`src/hw/aio_mux_pkg.sv`:
```
// Constants, carrier types and helpers for the second analog pin mux.
// Assumes one 125 MHz system clock and APB access from a single bus.
package aio_mux_pkg;

  // Pin counts: ten analog pins, four of them digital-capable
  localparam int NUM_PINS = 10;
  localparam int NUM_DIO  = 4;

  // Register byte offsets within this block's own window
  localparam logic [7:0] FUNC_SEL_OFFSET    = 8'h00;
  localparam logic [7:0] DATA_OFFSET        = 8'h04;
  localparam logic [7:0] DIR_OFFSET         = 8'h08;
  localparam logic [7:0] SET_OFFSET         = 8'h0C;
  localparam logic [7:0] CLEAR_OFFSET       = 8'h10;
  localparam logic [7:0] MODE_STATUS_OFFSET = 8'h14;

  // Only odd select bits are kept; reset puts every pin in analog mode
  localparam logic [31:0] ODD_BIT_MASK   = 32'hAAAAAAAA;
  localparam logic [31:0] FUNC_SEL_RESET = 32'hAAAAAAAA;
  localparam logic [3:0]  DATA_RESET     = 4'h0;
  localparam logic [3:0]  DIR_RESET      = 4'h0;

  // Select bit of each digital pin: gpio_a2, gpio_a4, gpio_a6, gpio_b4
  localparam logic [4:0] SEL_BIT_A2 = 5'h05;
  localparam logic [4:0] SEL_BIT_A4 = 5'h09;
  localparam logic [4:0] SEL_BIT_A6 = 5'h0D;
  localparam logic [4:0] SEL_BIT_B4 = 5'h19;

  // Position of each digital pin among the ten pins
  localparam logic [3:0] PIN_IDX_A2 = 4'h1;
  localparam logic [3:0] PIN_IDX_A4 = 4'h3;
  localparam logic [3:0] PIN_IDX_A6 = 4'h4;
  localparam logic [3:0] PIN_IDX_B4 = 4'h8;

  // Pins that never offer a digital function
  localparam logic [9:0] ANALOG_ONLY_MASK = 10'h2E5;

  // Register request as seen by the register file
  typedef struct packed {
    logic [7:0]  addr;
    logic        write;
    logic [31:0] wdata;
  } reg_req_t;

  // Per-pin configuration handed to a pin cell
  typedef struct packed {
    logic digital;
    logic drive;
    logic level;
  } dio_cfg_t;

  // Widen a four-bit field into a bus word, upper bits zero
  function automatic logic [31:0] word4(input logic [3:0] v);
    return {28'h0000000, v};
  endfunction

  // Select bit of digital pin number n (0..3)
  function automatic logic [4:0] dio_sel_bit(input int n);
    case (n)
      0:       return SEL_BIT_A2;
      1:       return SEL_BIT_A4;
      2:       return SEL_BIT_A6;
      default: return SEL_BIT_B4;
    endcase
  endfunction

endpackage

```
`src/hw/apb_reg_port.sv`:
```
// APB slave front end: zero wait states, registered read data and error.
// Assumes the register file decodes addresses and supplies read data.
`timescale 1ns/100ps
module apb_reg_port
(
  input  wire logic                  pclk,
  input  wire logic                  presetn,
  input  wire logic                  psel,
  input  wire logic                  penable,
  input  wire logic                  pwrite,
  input  wire logic [7:0]            paddr,
  input  wire logic [31:0]           pwdata,
  input  wire logic                  master_ok,
  input  wire logic                  addr_hit,
  input  wire logic [31:0]           rd_word,
  output aio_mux_pkg::reg_req_t      req,
  output logic                       wr_en,
  output logic [31:0]                prdata,
  output logic                       pready,
  output logic                       pslverr
);

  logic        setup;
  logic        allow;
  logic [31:0] prdata_q;
  logic        pslverr_q;

  // Request passes straight to the decoder
  assign req   = '{addr: paddr, write: pwrite, wdata: pwdata};
  assign setup = psel && !penable;
  assign allow = master_ok && addr_hit;

  // Write takes effect only at the access edge of a permitted access
  assign wr_en  = psel && penable && pwrite && allow;
  assign pready = psel && penable;

  // Answer is prepared in setup so it comes from flip-flops
  always_ff @(posedge pclk or negedge presetn)
  begin
    if (!presetn)
    begin
      prdata_q  <= 32'h00000000;
      pslverr_q <= 1'b0;
    end
    else if (setup)
    begin
      prdata_q  <= (allow && !pwrite) ? rd_word : 32'h00000000;
      pslverr_q <= !allow;
    end
  end

  assign prdata  = prdata_q;
  assign pslverr = pslverr_q;

endmodule // apb_reg_port

```
`src/hw/aio_dio_cell.sv`:
```
// One digital-capable analog pin: mode, direction and input sampling.
// Assumes the pad input is synchronous to pclk.
`timescale 1ns/100ps
module aio_dio_cell
(
  input  wire logic                  pclk,
  input  wire logic                  presetn,
  input  aio_mux_pkg::dio_cfg_t      cfg,
  input  wire logic                  pad_in,
  output logic                       pad_out,
  output logic                       pad_oe,
  output logic                       analog_en,
  output logic                       in_q
);

  // Outputs registered; analog after reset, pad never driven in analog
  always_ff @(posedge pclk or negedge presetn)
  begin
    if (!presetn)
    begin
      analog_en <= 1'b1;
      pad_oe    <= 1'b0;
      pad_out   <= 1'b0;
    end
    else
    begin
      analog_en <= !cfg.digital;
      pad_oe    <= cfg.digital && cfg.drive;
      pad_out   <= cfg.digital && cfg.drive && cfg.level;
    end
  end

  // Input is sampled only in digital mode so analog levels read zero
  always_ff @(posedge pclk or negedge presetn)
  begin
    if (!presetn)
      in_q <= 1'b0;
    else
      in_q <= cfg.digital && pad_in;
  end

endmodule // aio_dio_cell

```
`src/hw/second_analog_pin_mux.sv`:
```
// Second analog pin mux: ten analog pins, four with a plain digital port.
// Assumes APB from the system interconnect plus a sideband level that
// marks transfers issued by the control-subsystem processor.
//
// Behaviour
// - Reset routes every pin to its analog input, no digital port active.
// - Odd select bit 5, 9, 13 or 25 at 0 puts its pin in digital mode on its port.
// - An odd select bit at 1 routes its pin to converter or comparator.
// - Even select bits are not stored and have no effect on routing.
// - Select bit 9 switches the A4 pin between gpio_a4 and analog.
// - Only the A2, A4, A6 and B4 pins have a digital port; six stay analog.
// - Software reads and writes the four digital bits and each direction.
// - The digital pins have no pull-up and no pull-up control bits exist.
// - Only the control-subsystem processor reaches these registers.
// - This mux has a register set of its own, apart from the first mux.
//
// The APB interface to the registers and the address map were decided locally.
`timescale 1ns/100ps
module second_analog_pin_mux
#(
  parameter int ADDR_W = 8
)
(
  input  wire logic              pclk,
  input  wire logic              presetn,
  input  wire logic              psel,
  input  wire logic              penable,
  input  wire logic              pwrite,
  input  wire logic [ADDR_W-1:0] paddr,
  input  wire logic [31:0]       pwdata,
  input  wire logic              master_is_control_cpu,
  output logic      [31:0]       prdata,
  output logic                   pready,
  output logic                   pslverr,
  input  wire logic [3:0]        dio_pad_in,
  output logic      [3:0]        dio_pad_out,
  output logic      [3:0]        dio_pad_oe,
  output logic      [9:0]        analog_route_en
);

  // The offsets fill eight address bits
  if (ADDR_W != 8)
  begin : g_addr_w_check
    $error("second_analog_pin_mux: ADDR_W must be 8");
  end

  aio_mux_pkg::reg_req_t  req;
  aio_mux_pkg::dio_cfg_t  cfg [aio_mux_pkg::NUM_DIO];
  logic                   wr_en;
  logic                   addr_hit;
  logic [31:0]            rd_word;
  logic [31:0]            func_sel_q;
  logic [3:0]             out_q;
  logic [3:0]             dir_q;
  logic [3:0]             digital;
  logic [3:0]             in_q;
  logic [3:0]             cell_analog;
  logic [3:0]             data_view;

  // Bus front end; only this block's own window is decoded here, the
  // first mux keeps a separate register set elsewhere
  apb_reg_port u_port
  (
    .pclk      (pclk),
    .presetn   (presetn),
    .psel      (psel),
    .penable   (penable),
    .pwrite    (pwrite),
    .paddr     (paddr),
    .pwdata    (pwdata),
    .master_ok (master_is_control_cpu),
    .addr_hit  (addr_hit),
    .rd_word   (rd_word),
    .req       (req),
    .wr_en     (wr_en),
    .prdata    (prdata),
    .pready    (pready),
    .pslverr   (pslverr)
  );

  // Decode: mode status is read-only, a write to it is refused
  always_comb
  begin
    case (req.addr)
      aio_mux_pkg::FUNC_SEL_OFFSET,
      aio_mux_pkg::DATA_OFFSET,
      aio_mux_pkg::DIR_OFFSET,
      aio_mux_pkg::SET_OFFSET,
      aio_mux_pkg::CLEAR_OFFSET:       addr_hit = 1'b1;
      aio_mux_pkg::MODE_STATUS_OFFSET: addr_hit = !req.write;
      default:                         addr_hit = 1'b0;
    endcase
  end

  // Function select: only odd bits are stored, reset is all analog
  always_ff @(posedge pclk or negedge presetn)
  begin
    if (!presetn)
      func_sel_q <= aio_mux_pkg::FUNC_SEL_RESET;
    else if (wr_en && req.addr == aio_mux_pkg::FUNC_SEL_OFFSET)
      func_sel_q <= req.wdata & aio_mux_pkg::ODD_BIT_MASK;
  end

  // Output latch: direct write, or set and clear for single bits
  always_ff @(posedge pclk or negedge presetn)
  begin
    if (!presetn)
      out_q <= aio_mux_pkg::DATA_RESET;
    else if (wr_en)
    begin
      case (req.addr)
        aio_mux_pkg::DATA_OFFSET:  out_q <= req.wdata[3:0];
        aio_mux_pkg::SET_OFFSET:   out_q <= out_q | req.wdata[3:0];
        aio_mux_pkg::CLEAR_OFFSET: out_q <= out_q & ~req.wdata[3:0];
        default:                   out_q <= out_q;
      endcase
    end
  end

  // Direction: 1 drives the pin, 0 listens; no pull-up bits exist
  always_ff @(posedge pclk or negedge presetn)
  begin
    if (!presetn)
      dir_q <= aio_mux_pkg::DIR_RESET;
    else if (wr_en && req.addr == aio_mux_pkg::DIR_OFFSET)
      dir_q <= req.wdata[3:0];
  end

  // Each digital pin follows its own odd select bit
  generate
    for (genvar i = 0; i < aio_mux_pkg::NUM_DIO; i++)
    begin : g_dio
      assign digital[i] = !func_sel_q[aio_mux_pkg::dio_sel_bit(i)];
      assign cfg[i]     = '{digital: digital[i], drive: dir_q[i],
                            level: out_q[i]};
      aio_dio_cell u_cell
      (
        .pclk      (pclk),
        .presetn   (presetn),
        .cfg       (cfg[i]),
        .pad_in    (dio_pad_in[i]),
        .pad_out   (dio_pad_out[i]),
        .pad_oe    (dio_pad_oe[i]),
        .analog_en (cell_analog[i]),
        .in_q      (in_q[i])
      );
    end
  endgenerate

  // Analog-only pins stay routed whatever the select register holds
  always_comb
  begin
    analog_route_en             = aio_mux_pkg::ANALOG_ONLY_MASK;
    analog_route_en[aio_mux_pkg::PIN_IDX_A2] = cell_analog[0];
    analog_route_en[aio_mux_pkg::PIN_IDX_A4] = cell_analog[1];
    analog_route_en[aio_mux_pkg::PIN_IDX_A6] = cell_analog[2];
    analog_route_en[aio_mux_pkg::PIN_IDX_B4] = cell_analog[3];
  end

  // Data reads: driven bits show the latch, listening bits the pad,
  // analog pins read zero since their level means nothing digital
  assign data_view = (dir_q & out_q & digital) | (~dir_q & in_q);

  // Read mux; set and clear read back the latch for convenience
  always_comb
  begin
    case (req.addr)
      aio_mux_pkg::FUNC_SEL_OFFSET:    rd_word = func_sel_q;
      aio_mux_pkg::DATA_OFFSET:        rd_word = aio_mux_pkg::word4(data_view);
      aio_mux_pkg::DIR_OFFSET:         rd_word = aio_mux_pkg::word4(dir_q);
      aio_mux_pkg::SET_OFFSET,
      aio_mux_pkg::CLEAR_OFFSET:       rd_word = aio_mux_pkg::word4(out_q);
      aio_mux_pkg::MODE_STATUS_OFFSET: rd_word = aio_mux_pkg::word4(digital);
      default:                         rd_word = 32'h00000000;
    endcase
  end

  // First edge after reset: all analog, nothing driven
  reset_analog_a: assert property (
    @(posedge pclk) disable iff (!presetn)
    !$past(presetn)
      |-> (analog_route_en == '1 && dio_pad_oe == '0))
    else $error("pins not all analog after reset");

  // First edge after reset: no level driven, select word at its reset
  reset_level_a: assert property (
    @(posedge pclk) disable iff (!presetn)
    !$past(presetn)
      |-> (dio_pad_out == '0 && func_sel_q == aio_mux_pkg::FUNC_SEL_RESET))
    else $error("pad level or select word not at reset value");

  // A2 digital one edge after its select bit clears
  a2_digital_a: assert property (
    @(posedge pclk) disable iff (!presetn)
    !func_sel_q[aio_mux_pkg::SEL_BIT_A2]
      |=> !analog_route_en[aio_mux_pkg::PIN_IDX_A2])
    else $error("A2 pin not digital with its select bit clear");

  // A4 digital one edge after bit 9 clears
  a4_digital_a: assert property (
    @(posedge pclk) disable iff (!presetn)
    !func_sel_q[aio_mux_pkg::SEL_BIT_A4]
      |=> !analog_route_en[aio_mux_pkg::PIN_IDX_A4])
    else $error("A4 pin not digital with bit 9 clear");

  // A6 digital one edge after bit 13 clears
  a6_digital_a: assert property (
    @(posedge pclk) disable iff (!presetn)
    !func_sel_q[aio_mux_pkg::SEL_BIT_A6]
      |=> !analog_route_en[aio_mux_pkg::PIN_IDX_A6])
    else $error("A6 pin not digital with bit 13 clear");

  // B4 digital one edge after bit 25 clears
  b4_digital_a: assert property (
    @(posedge pclk) disable iff (!presetn)
    !func_sel_q[aio_mux_pkg::SEL_BIT_B4]
      |=> !analog_route_en[aio_mux_pkg::PIN_IDX_B4])
    else $error("B4 pin not digital with bit 25 clear");

  // A2 analog and undriven one edge after its select bit sets
  a2_analog_a: assert property (
    @(posedge pclk) disable iff (!presetn)
    func_sel_q[aio_mux_pkg::SEL_BIT_A2]
      |=> (analog_route_en[aio_mux_pkg::PIN_IDX_A2] && !dio_pad_oe[0]))
    else $error("A2 pin not analog with its select bit set");

  // A4 analog and undriven one edge after bit 9 sets
  a4_analog_a: assert property (
    @(posedge pclk) disable iff (!presetn)
    func_sel_q[aio_mux_pkg::SEL_BIT_A4]
      |=> (analog_route_en[aio_mux_pkg::PIN_IDX_A4] && !dio_pad_oe[1]))
    else $error("A4 pin not analog with bit 9 set");

  // A6 analog and undriven one edge after its select bit sets
  a6_analog_a: assert property (
    @(posedge pclk) disable iff (!presetn)
    func_sel_q[aio_mux_pkg::SEL_BIT_A6]
      |=> (analog_route_en[aio_mux_pkg::PIN_IDX_A6] && !dio_pad_oe[2]))
    else $error("A6 pin not analog with bit 13 set");

  // B4 analog and undriven one edge after bit 25 sets
  b4_analog_a: assert property (
    @(posedge pclk) disable iff (!presetn)
    func_sel_q[aio_mux_pkg::SEL_BIT_B4]
      |=> (analog_route_en[aio_mux_pkg::PIN_IDX_B4] && !dio_pad_oe[3]))
    else $error("B4 pin not analog with bit 25 set");

  // Even bits never stored
  even_bits_a: assert property (
    @(posedge pclk) disable iff (!presetn)
    (wr_en && req.addr == aio_mux_pkg::FUNC_SEL_OFFSET)
      |=> func_sel_q == ($past(req.wdata) & aio_mux_pkg::ODD_BIT_MASK))
    else $error("select register kept an even bit");

  // Only stored odd bits steer: a steady select word keeps every route
  route_steady_a: assert property (
    @(posedge pclk) disable iff (!presetn)
    $stable(func_sel_q)
      |=> $stable(analog_route_en))
    else $error("route changed with no select bit change");

  // Bit 9 picks A4 mode both ways
  a4_mode_a: assert property (
    @(posedge pclk) disable iff (!presetn)
    $changed(func_sel_q[aio_mux_pkg::SEL_BIT_A4])
      |=> (analog_route_en[aio_mux_pkg::PIN_IDX_A4]
           == $past(func_sel_q[aio_mux_pkg::SEL_BIT_A4])))
    else $error("A4 pin mode does not follow select bit 9");

  // Six pins are analog at all times
  analog_only_a: assert property (
    @(posedge pclk) disable iff (!presetn)
    (analog_route_en & aio_mux_pkg::ANALOG_ONLY_MASK)
      == aio_mux_pkg::ANALOG_ONLY_MASK)
    else $error("analog-only pin lost its analog route");

  // Mode status reports the four digital pins and nothing more
  status_view_a: assert property (
    @(posedge pclk) disable iff (!presetn)
    (psel && !penable && !pwrite && paddr == aio_mux_pkg::MODE_STATUS_OFFSET)
      |=> prdata[31:4] == '0)
    else $error("mode status shows more than four pins");

  // B4 driven from the latch when digital and set to output
  dir_output_a: assert property (
    @(posedge pclk) disable iff (!presetn)
    (dir_q[3] && !func_sel_q[aio_mux_pkg::SEL_BIT_B4])
      |=> (dio_pad_oe[3] && dio_pad_out[3] == $past(out_q[3])))
    else $error("B4 output not driven from latch");

  // Direction word takes the low four bits of a permitted write
  dir_write_a: assert property (
    @(posedge pclk) disable iff (!presetn)
    (wr_en && req.addr == aio_mux_pkg::DIR_OFFSET)
      |=> dir_q == $past(req.wdata[3:0]))
    else $error("direction word not taken from write");

  // Set word ORs ones into the output latch
  set_bits_a: assert property (
    @(posedge pclk) disable iff (!presetn)
    (wr_en && req.addr == aio_mux_pkg::SET_OFFSET)
      |=> out_q == ($past(out_q) | $past(req.wdata[3:0])))
    else $error("set word did not raise latch bits");

  // Clear word drops the latch bits written as ones
  clear_bits_a: assert property (
    @(posedge pclk) disable iff (!presetn)
    (wr_en && req.addr == aio_mux_pkg::CLEAR_OFFSET)
      |=> out_q == ($past(out_q) & ~$past(req.wdata[3:0])))
    else $error("clear word did not drop latch bits");

  // A listening digital A2 pin is sampled every edge
  input_follow_a: assert property (
    @(posedge pclk) disable iff (!presetn)
    (!dir_q[0] && !func_sel_q[aio_mux_pkg::SEL_BIT_A2])
      |=> in_q[0] == $past(dio_pad_in[0]))
    else $error("A2 input not sampled from its pad");

  // Direction word has four bits and nothing above, no pull-up field
  no_pullup_a: assert property (
    @(posedge pclk) disable iff (!presetn)
    (psel && !penable && !pwrite && paddr == aio_mux_pkg::DIR_OFFSET)
      |=> prdata[31:4] == '0)
    else $error("direction word shows bits beyond the four pins");

  // Refused master: error, zero data, no register changes
  denied_access_a: assert property (
    @(posedge pclk) disable iff (!presetn)
    (psel && !penable && !master_is_control_cpu)
      ##1 (psel && penable)
      |-> (pslverr && prdata == '0)
          ##1 (func_sel_q == $past(func_sel_q) && dir_q == $past(dir_q)
               && out_q == $past(out_q)))
    else $error("access by other master not refused");

  // Permitted direction-word access answers in its first access cycle, no error
  apb_answer_a: assert property (
    @(posedge pclk) disable iff (!presetn)
    (psel && !penable && master_is_control_cpu
     && paddr == aio_mux_pkg::DIR_OFFSET) ##1 (psel && penable)
      |-> (pready && !pslverr))
    else $error("permitted access not answered cleanly");

  // Status word is read-only: a write to it is refused
  status_write_a: assert property (
    @(posedge pclk) disable iff (!presetn)
    (psel && !penable && pwrite
     && paddr == aio_mux_pkg::MODE_STATUS_OFFSET)
      |=> pslverr)
    else $error("write to mode status not refused");

  // Words past this block's own set are refused with zero data
  window_only_a: assert property (
    @(posedge pclk) disable iff (!presetn)
    (psel && !penable && paddr > aio_mux_pkg::MODE_STATUS_OFFSET)
      |=> (pslverr && prdata == '0))
    else $error("word outside own register set not refused");

endmodule // second_analog_pin_mux

```
`config.mk`:
```
export PLATFORM = sky130hd
export DESIGN_NAME = second_analog_pin_mux
export DESIGN_NICKNAME = d
export VERILOG_FILES = /design/src/hw/aio_mux_pkg.sv /design/src/hw/apb_reg_port.sv /design/src/hw/aio_dio_cell.sv /design/src/hw/second_analog_pin_mux.sv
export SDC_FILE = /design/constraint.sdc
export NUM_CORES = 1
export LEC_CHECK = 0
export ABC_CLOCK_PERIOD_IN_PS = 1200
export BUFFER_PORTS_ARGS = -buffer_cell sky130_fd_sc_hd__buf_2
export CAP_MARGIN = 10
export CORE_ASPECT_RATIO = 1.4
export CORE_MARGIN = 1.5
export CORE_UTILIZATION = 35
export DETAILED_ROUTE_END_ITERATION = 8
export GPL_TIMING_DRIVEN = 0
export PLACE_DENSITY = 0.65
export SYNTH_ARGS = -nofsm -noshare
export SYNTH_HDL_FRONTEND = slang
export SYNTH_SLANG_ARGS = --single-unit
export TNS_END_PERCENT = 50
```
`constraint.sdc`:
```
create_clock -name pclk -period 1.2 [get_ports pclk]
set_input_delay 0.18 -clock pclk [delete_from_list [all_inputs] [get_ports pclk]]
set_output_delay 0.18 -clock pclk [all_outputs]
set_load 0.01 [all_outputs]
```
After elaboration in Yosys (flattened, before gate mapping):

Cells that the tools add are included.

* flip-flop bits (word level): 73
* bits in latches: 0
* RAM bits: 0
* memory bits (read-only): 0
* input port bits: 50
* output and inout port bits: 52
* logic and storage cells: 70
* memories kept: 0

* $add $sub $neg: 0
* multiply operators: 0
* divide/modulo/power cells: 0
* order comparisons: 0
* eq/ne operators: 5
* shift operators: 0
* mux-type cells: 4
* bitwise operators: 8
* reduce and logical (&&, ||, !) cells: 32

Operator list (count)
* $pmux W32 S5: 1
* $mux W32: 1
* $logic_and A1 B1 Y1: 20
* $and A4 B4 Y4: 4
* $eq A8 B4 Y1 const B: 2
* $eq A8 B5 Y1 const B: 2
* $pmux W4 S3: 1
* $eq A8 B3 Y1 const B: 1
* $logic_not A8 Y1: 1
* $not A4 Y4: 2
* $or A4 B4 Y4: 2
* $logic_not A1 Y1: 7
* $reduce_or A5 Y1: 1
* $reduce_bool A3 Y1: 1
* $pmux W1 S2: 1
* $reduce_and A2 Y1: 1
* $reduce_or A2 Y1: 1

Depth between registers and ports, before layout:

* depth in word-level cells: 6
* mapped depth: 6
* mapped depth without buffers: 4

Cells and area by module:

Synthesis repeated with hierarchy kept, for this count alone.

* cell total of the unflattened synthesis: 337
* area total of the unflattened synthesis: 3875.0 µm²

Modules (own cells, without submodules)
* apb_reg_port: times used 1, cells an instance 159, area an instance 1816.7 µm², seq. area each 825.8 µm²
* second_analog_pin_mux: times used 1, cells an instance 146, area an instance 1552.7 µm², seq. area each 620.6 µm²
* aio_dio_cell: times used 4, cells an instance 8, area an instance 126.4 µm², seq. area each 101.3 µm²

Worst setup path before layout:

Ideal clock, no wire load.

* path type: input -> register
* start: input paddr[7]
* end: register func_sel_q[11]
* setup time: 82 ps
* arrival: 1540 ps
* data required time: 1118 ps
* path slack: -422 ps
* stages on the path: 5
* buffers on the path: 1
* cell sequence: nor4_2 -> nand3_1 -> nor3_4 -> buf_6 -> mux2_2

* word-level cells in the longest chain between the ends: 6
* elaborated cells between the ends (all ways): 11
* classes of those cells: 5 x eq/ne; 1 x mux; 5 x reduce/logical

Ends and longest elaborated chain
* from (decl): line second_analog_pin_mux.sv:29 `input wire logic [ADDR_W-1:0] paddr,`
* $eq A8 B4 Y1 (tied with other cells): line second_analog_pin_mux.sv:84 `case (req.addr)`
* $reduce_or A5 Y1: line second_analog_pin_mux.sv:84
* $pmux W1 S2: line second_analog_pin_mux.sv:84
* $logic_and A1 B1 Y1: line apb_reg_port.sv:31 `assign allow = master_ok && addr_hit;`
* $logic_and A1 B1 Y1: line apb_reg_port.sv:34 `assign wr_en = psel && penable && pwrite && allow;`
* $logic_and A1 B1 Y1 *: line second_analog_pin_mux.sv:100 `else if (wr_en && req.addr == aio_mux_pkg::FUNC_SEL_OFFSET)`
* to (signal assigned): line second_analog_pin_mux.sv:99 `func_sel_q <= aio_mux_pkg::FUNC_SEL_RESET;`
* to (signal assigned): line second_analog_pin_mux.sv:101 `func_sel_q <= req.wdata & aio_mux_pkg::ODD_BIT_MASK;`
* to (decl): line second_analog_pin_mux.sv:52 `logic [31:0] func_sel_q;`

Every way passes the cells marked *; elsewhere a longest branch is shown, timed or not.
A chain may end at the register's enable or synchronous reset.

Worst setup path in the final report:

* start: input pwrite
* end: register u_port.prdata_q[1], in the netlist u_port.prdata[1]

* word-level cells in the longest chain between the ends: 5

Ends and longest elaborated chain
* from (decl): line second_analog_pin_mux.sv:28 `input wire logic pwrite,`
* $logic_not A1 Y1 *: line apb_reg_port.sv:47, second_analog_pin_mux.sv:90
* $pmux W1 S2: line second_analog_pin_mux.sv:84
* $logic_and A1 B1 Y1: line apb_reg_port.sv:31
* $logic_and A1 B1 Y1 *: line apb_reg_port.sv:47 `prdata_q <= (allow && !pwrite) ? rd_word : 32'h00000000;`
* $mux W32 *: line apb_reg_port.sv:47
* to (signal assigned): line apb_reg_port.sv:47
* to (decl): line apb_reg_port.sv:25 `logic [31:0] prdata_q;`

Marks and branches as above.

==> results.sh <==
export IMPL_place_ws_ns=-0.751
export IMPL_synth_edf_count=0
export IMPL_n_antenna_cell=0
export IMPL_place_inst=411
export IMPL_final_max_slew_violation_count=0
export IMPL_arrival_ns=1.67
export IMPL_clock_latency_ns=0.34
export IMPL_core_um2=7750
export IMPL_hpwl_um=4520
export IMPL_post_dp_cell_area_um2=3390
export IMPL_crit_type="primary input to register"
export IMPL_clock_path_buffers=2
export IMPL_cts_htree_levels=3
export IMPL_io_pins=102
export IMPL_synth_main_ff_cell="dfrtp_1"
export IMPL_die_h_um=109
export IMPL_status="finished, violations left"
export IMPL_stdcell_area_um2=3870
export IMPL_antenna_found_initial=0
export IMPL_totalPowerFinal_mw=4.30
export IMPL_synth_cell_types=43
export IMPL_relSlewSlack=0.617
export IMPL_rr_endpoint="u_port.prdata[1]$_DFFE_PN0P_"
export IMPL_drtIter0Drc=115
export IMPL_start_kind="primary input"
export IMPL_synth_cells=225
export IMPL_ctsRootBufferMaster="clkbuf_8"
export IMPL_maxCapViolations=0
export IMPL_antenna_left=0
export IMPL_finalCoreUtilization=0.499
export IMPL_tightest_slew_ns=0.574
export IMPL_setup_worst_path_end_class="register"
export IMPL_grt_pass1_wl_um=10600
export IMPL_remaining_drc_errors=0
export IMPL_setup_viol=42
export IMPL_initial_utilization=0.361
export IMPL_holdCritPathClass="primary input to register"
export IMPL_routabilityCongestion=0.848
export IMPL_vias=2055
export IMPL_worst_ep_required_time_ns=1.48
export IMPL_cts_clk_slew_worst_paths_ns=0.07
export IMPL_dieArea_um2=8540
export IMPL_wire_per_inst_um=14.6
export IMPL_fillers=682
export IMPL_cts_buffers=9
export IMPL_powerDensity_nw_per_um2=1110
export IMPL_yosysSeqAreaShare=0.537
export IMPL_grt_ovfl_total=0
export IMPL_fin_crit_ns=1.39
export IMPL_fin_crit_sh=1.16
export IMPL_rsz0062_at_grt="true"
export IMPL_ff2ff_path_depth=4
export IMPL_syn_to_final_growth_pct=38.3
export IMPL_vias_per_cell=4.69
export IMPL_met3_usage=0.0410
export IMPL_syn_avg_cell_area_um2=12.4
export IMPL_busiest_layer="met2"
export IMPL_use_met1=0.198
export IMPL_final_cell_count_no_fill=438
export IMPL_clkSinkCount=59
export IMPL_dr_pass1_iters=4
export IMPL_fin_skew_ns=0.00690
export IMPL_tns_ns=-2.83
export IMPL_rows=38
export IMPL_max_freq_mhz=721
export IMPL_leakage_nw=1.92
export IMPL_grt_max_degree=36
export IMPL_port_buffers=67
export IMPL_failed_checks="negative setup slack"
export IMPL_nets=383
export IMPL_grt_pass1_vias=2081
export IMPL_reg2reg_slack_ns=-0.14
export IMPL_cts_tree="yes"
export IMPL_crit_path_end="u_port.prdata[1]$_DFFE_PN0P_"
export IMPL_synthArstFlopShare=1.00
export IMPL_grt_usage=0.165
export IMPL_synth_seq_cells=59
export IMPL_drive_gt1_frac=0.547
export IMPL_cp_max_fo=4
export IMPL_die_width_um=78.5
export IMPL_yosysWarnings=0
export IMPL_ir_worst_vdd_uv=541
export IMPL_wl_um=6410
export IMPL_holdWs_ns=0.0596
export IMPL_grtUsageMet2=0.265
export IMPL_r2r_start="out_q[1]$_DFFE_PN0P_"
export IMPL_startpoint="pwrite"
export IMPL_hold_violations=0
export IMPL_syn_cell_area_um2=2800
export IMPL_worst_slack_ns=-0.188
==> cells in the mapped netlist, drive strengths merged (2+ instances only) <==
master | n | area, um2
nor3 | 3 | 26.3
o21ai | 6 | 30.0
dfrtp | 39 | 976
o221ai | 2 | 17.5
nor2b | 9 | 56.3
a21oi | 5 | 25.0
a22oi | 2 | 15.0
nand2 | 6 | 22.5
nor4bb | 2 | 20.0
inv | 3 | 11.3
nand4b | 2 | 17.5
mux2 | 22 | 248
a211oi | 3 | 22.5
and4b | 2 | 20.0
a21o | 4 | 30.0
nor2 | 6 | 22.5
buf | 36 | 283
a22o | 18 | 158
and2 | 4 | 25.0
conb | 2 | 7.51
nor4 | 3 | 40.0
and3b | 3 | 26.3
clkbuf | 5 | 18.8
nand4bb | 2 | 22.5
o21bai | 4 | 30.0
dfstp | 20 | 526
nand2b | 2 | 12.5
==> cell type report <==
cell class | instances | area (um2) | area share
Multi-Input combinational cell | 140 | 1150 | 0.297
Clock inverter | 4 | 47.5 | 0.0123
Inverter | 3 | 11.3 | 0.00291
Timing Repair Buffer | 80 | 557 | 0.144
Sequential cell | 59 | 1500 | 0.388
Clock buffer | 12 | 165 | 0.0427
Tap cell | 100 | 125 | 0.0324
Buffer | 40 | 309 | 0.0799
==> timing repair <==
| item | 4_1_cts | 5_1_grt |
|---|---|---|
| hold endpoints to repair | 19 | 0 |
| gates resized for setup | 36 | 6 |
| endpoints found under the setup margin | 46 | 47 |
| pin swaps | 8 | 9 |
| cloned | 2 | 0 |
| setup buffers | 9 | 1 |
| hold buffers | 1 | 0 |
==> cell usage in the layout (no fill, tap or decap), types with 4 or more instances in the layout <==
master    Yosys  final
nor2_1        6      5
o21bai_1      4      4
dfstp_2      20     20
a21o_1        4      4
mux2_4        0     16
a22o_1       18     18
a21oi_1       5      5
nor2b_1       9      9
o21ai_0       6      4
clkbuf_1      5      4
buf_2         1     58
buf_12        0      4
clkbuf_8      0     12
buf_6         2     16
nand2_1       6      6
dfrtp_1      39     39
conb_1        2     20
mux2_2       22      6
buf_4        32     34
==> logic make-up (layout without fill, tap and decap cells) <==
logic type / after synthesis / count (layout) / synth area share
DFF: 59 / 59 / 0.537
and+or+nand+nor: 51 / 51 / 0.132
AOI/OAI and AO/OA: 47 / 47 / 0.127
buffers and inverters: 44 / 139 / 0.112
muxes: 22 / 22 / 0.0886
other: 2 / 20 / 0.00269
==> routing by layer <==
| layer | routed length (um) | part of all wire | vias to the layer above |
|---|---|---|---|
| li1 | - | - | 974 |
| met1 | 2710 | 0.42 | 999 |
| met2 | 3130 | 0.49 | 68 |
| met3 | 356 | 0.056 | 14 |
| met4 | 205 | 0.032 | 0 |
| met5 | 0 | 0 | - |
==> sequential cells by signal (all words and copies together) (netlist names), 4 cells and up <==
name / count
u_port.prdata: 18
func_sel_q: 16
dir_q: 4
g_dio.u_cell.pad_out: 4
g_dio.u_cell.pad_oe: 4
g_dio.u_cell.in_q: 4
out_q: 4
g_dio.u_cell.analog_en: 4
==> worst max-delay path: stages <==
cell and delay (ns):
buf_6 0.09, or4bb_4 0.56, buf_6 0.14, a2111o_1 0.45, o21ai_1 0.15, a21o_1 0.10
==> worst min-delay path by stage <==
| stage | startpoint | end | slack (ns) | depth (start not counted) |
|---|---|---|---|---|
| floorplan | presetn | dir_q[0]$_DFFE_PN0P_ | -0.12 | 0 |
| global placement | dio_pad_in[3] | g_dio[3].u_cell.in_q$_DFF_PN0_ | 0.40 | 2 |
| detailed placement | presetn | out_q[3]$_DFFE_PN0P_ | 0.21 | 1 |
| CTS | dio_pad_in[1] | g_dio[1].u_cell.in_q$_DFF_PN0_ | 0.04 | 2 |
| global route | pwdata[7] | func_sel_q[7]$_DFFE_PN1P_ | 0.05 | 2 |
| finish | dio_pad_in[3] | g_dio[3].u_cell.in_q$_DFF_PN0_ | 0.06 | 2 |
==> power breakdown <==
group	internal, mW	total, mW	switching, mW
Sequential	2.02	2.03	0.0136
Combinational	0.173	0.366	0.193
Clock	1.12	1.90	0.783
Total	3.31	4.30	0.989
No activity file was read; power rests on OpenSTA's default activity.
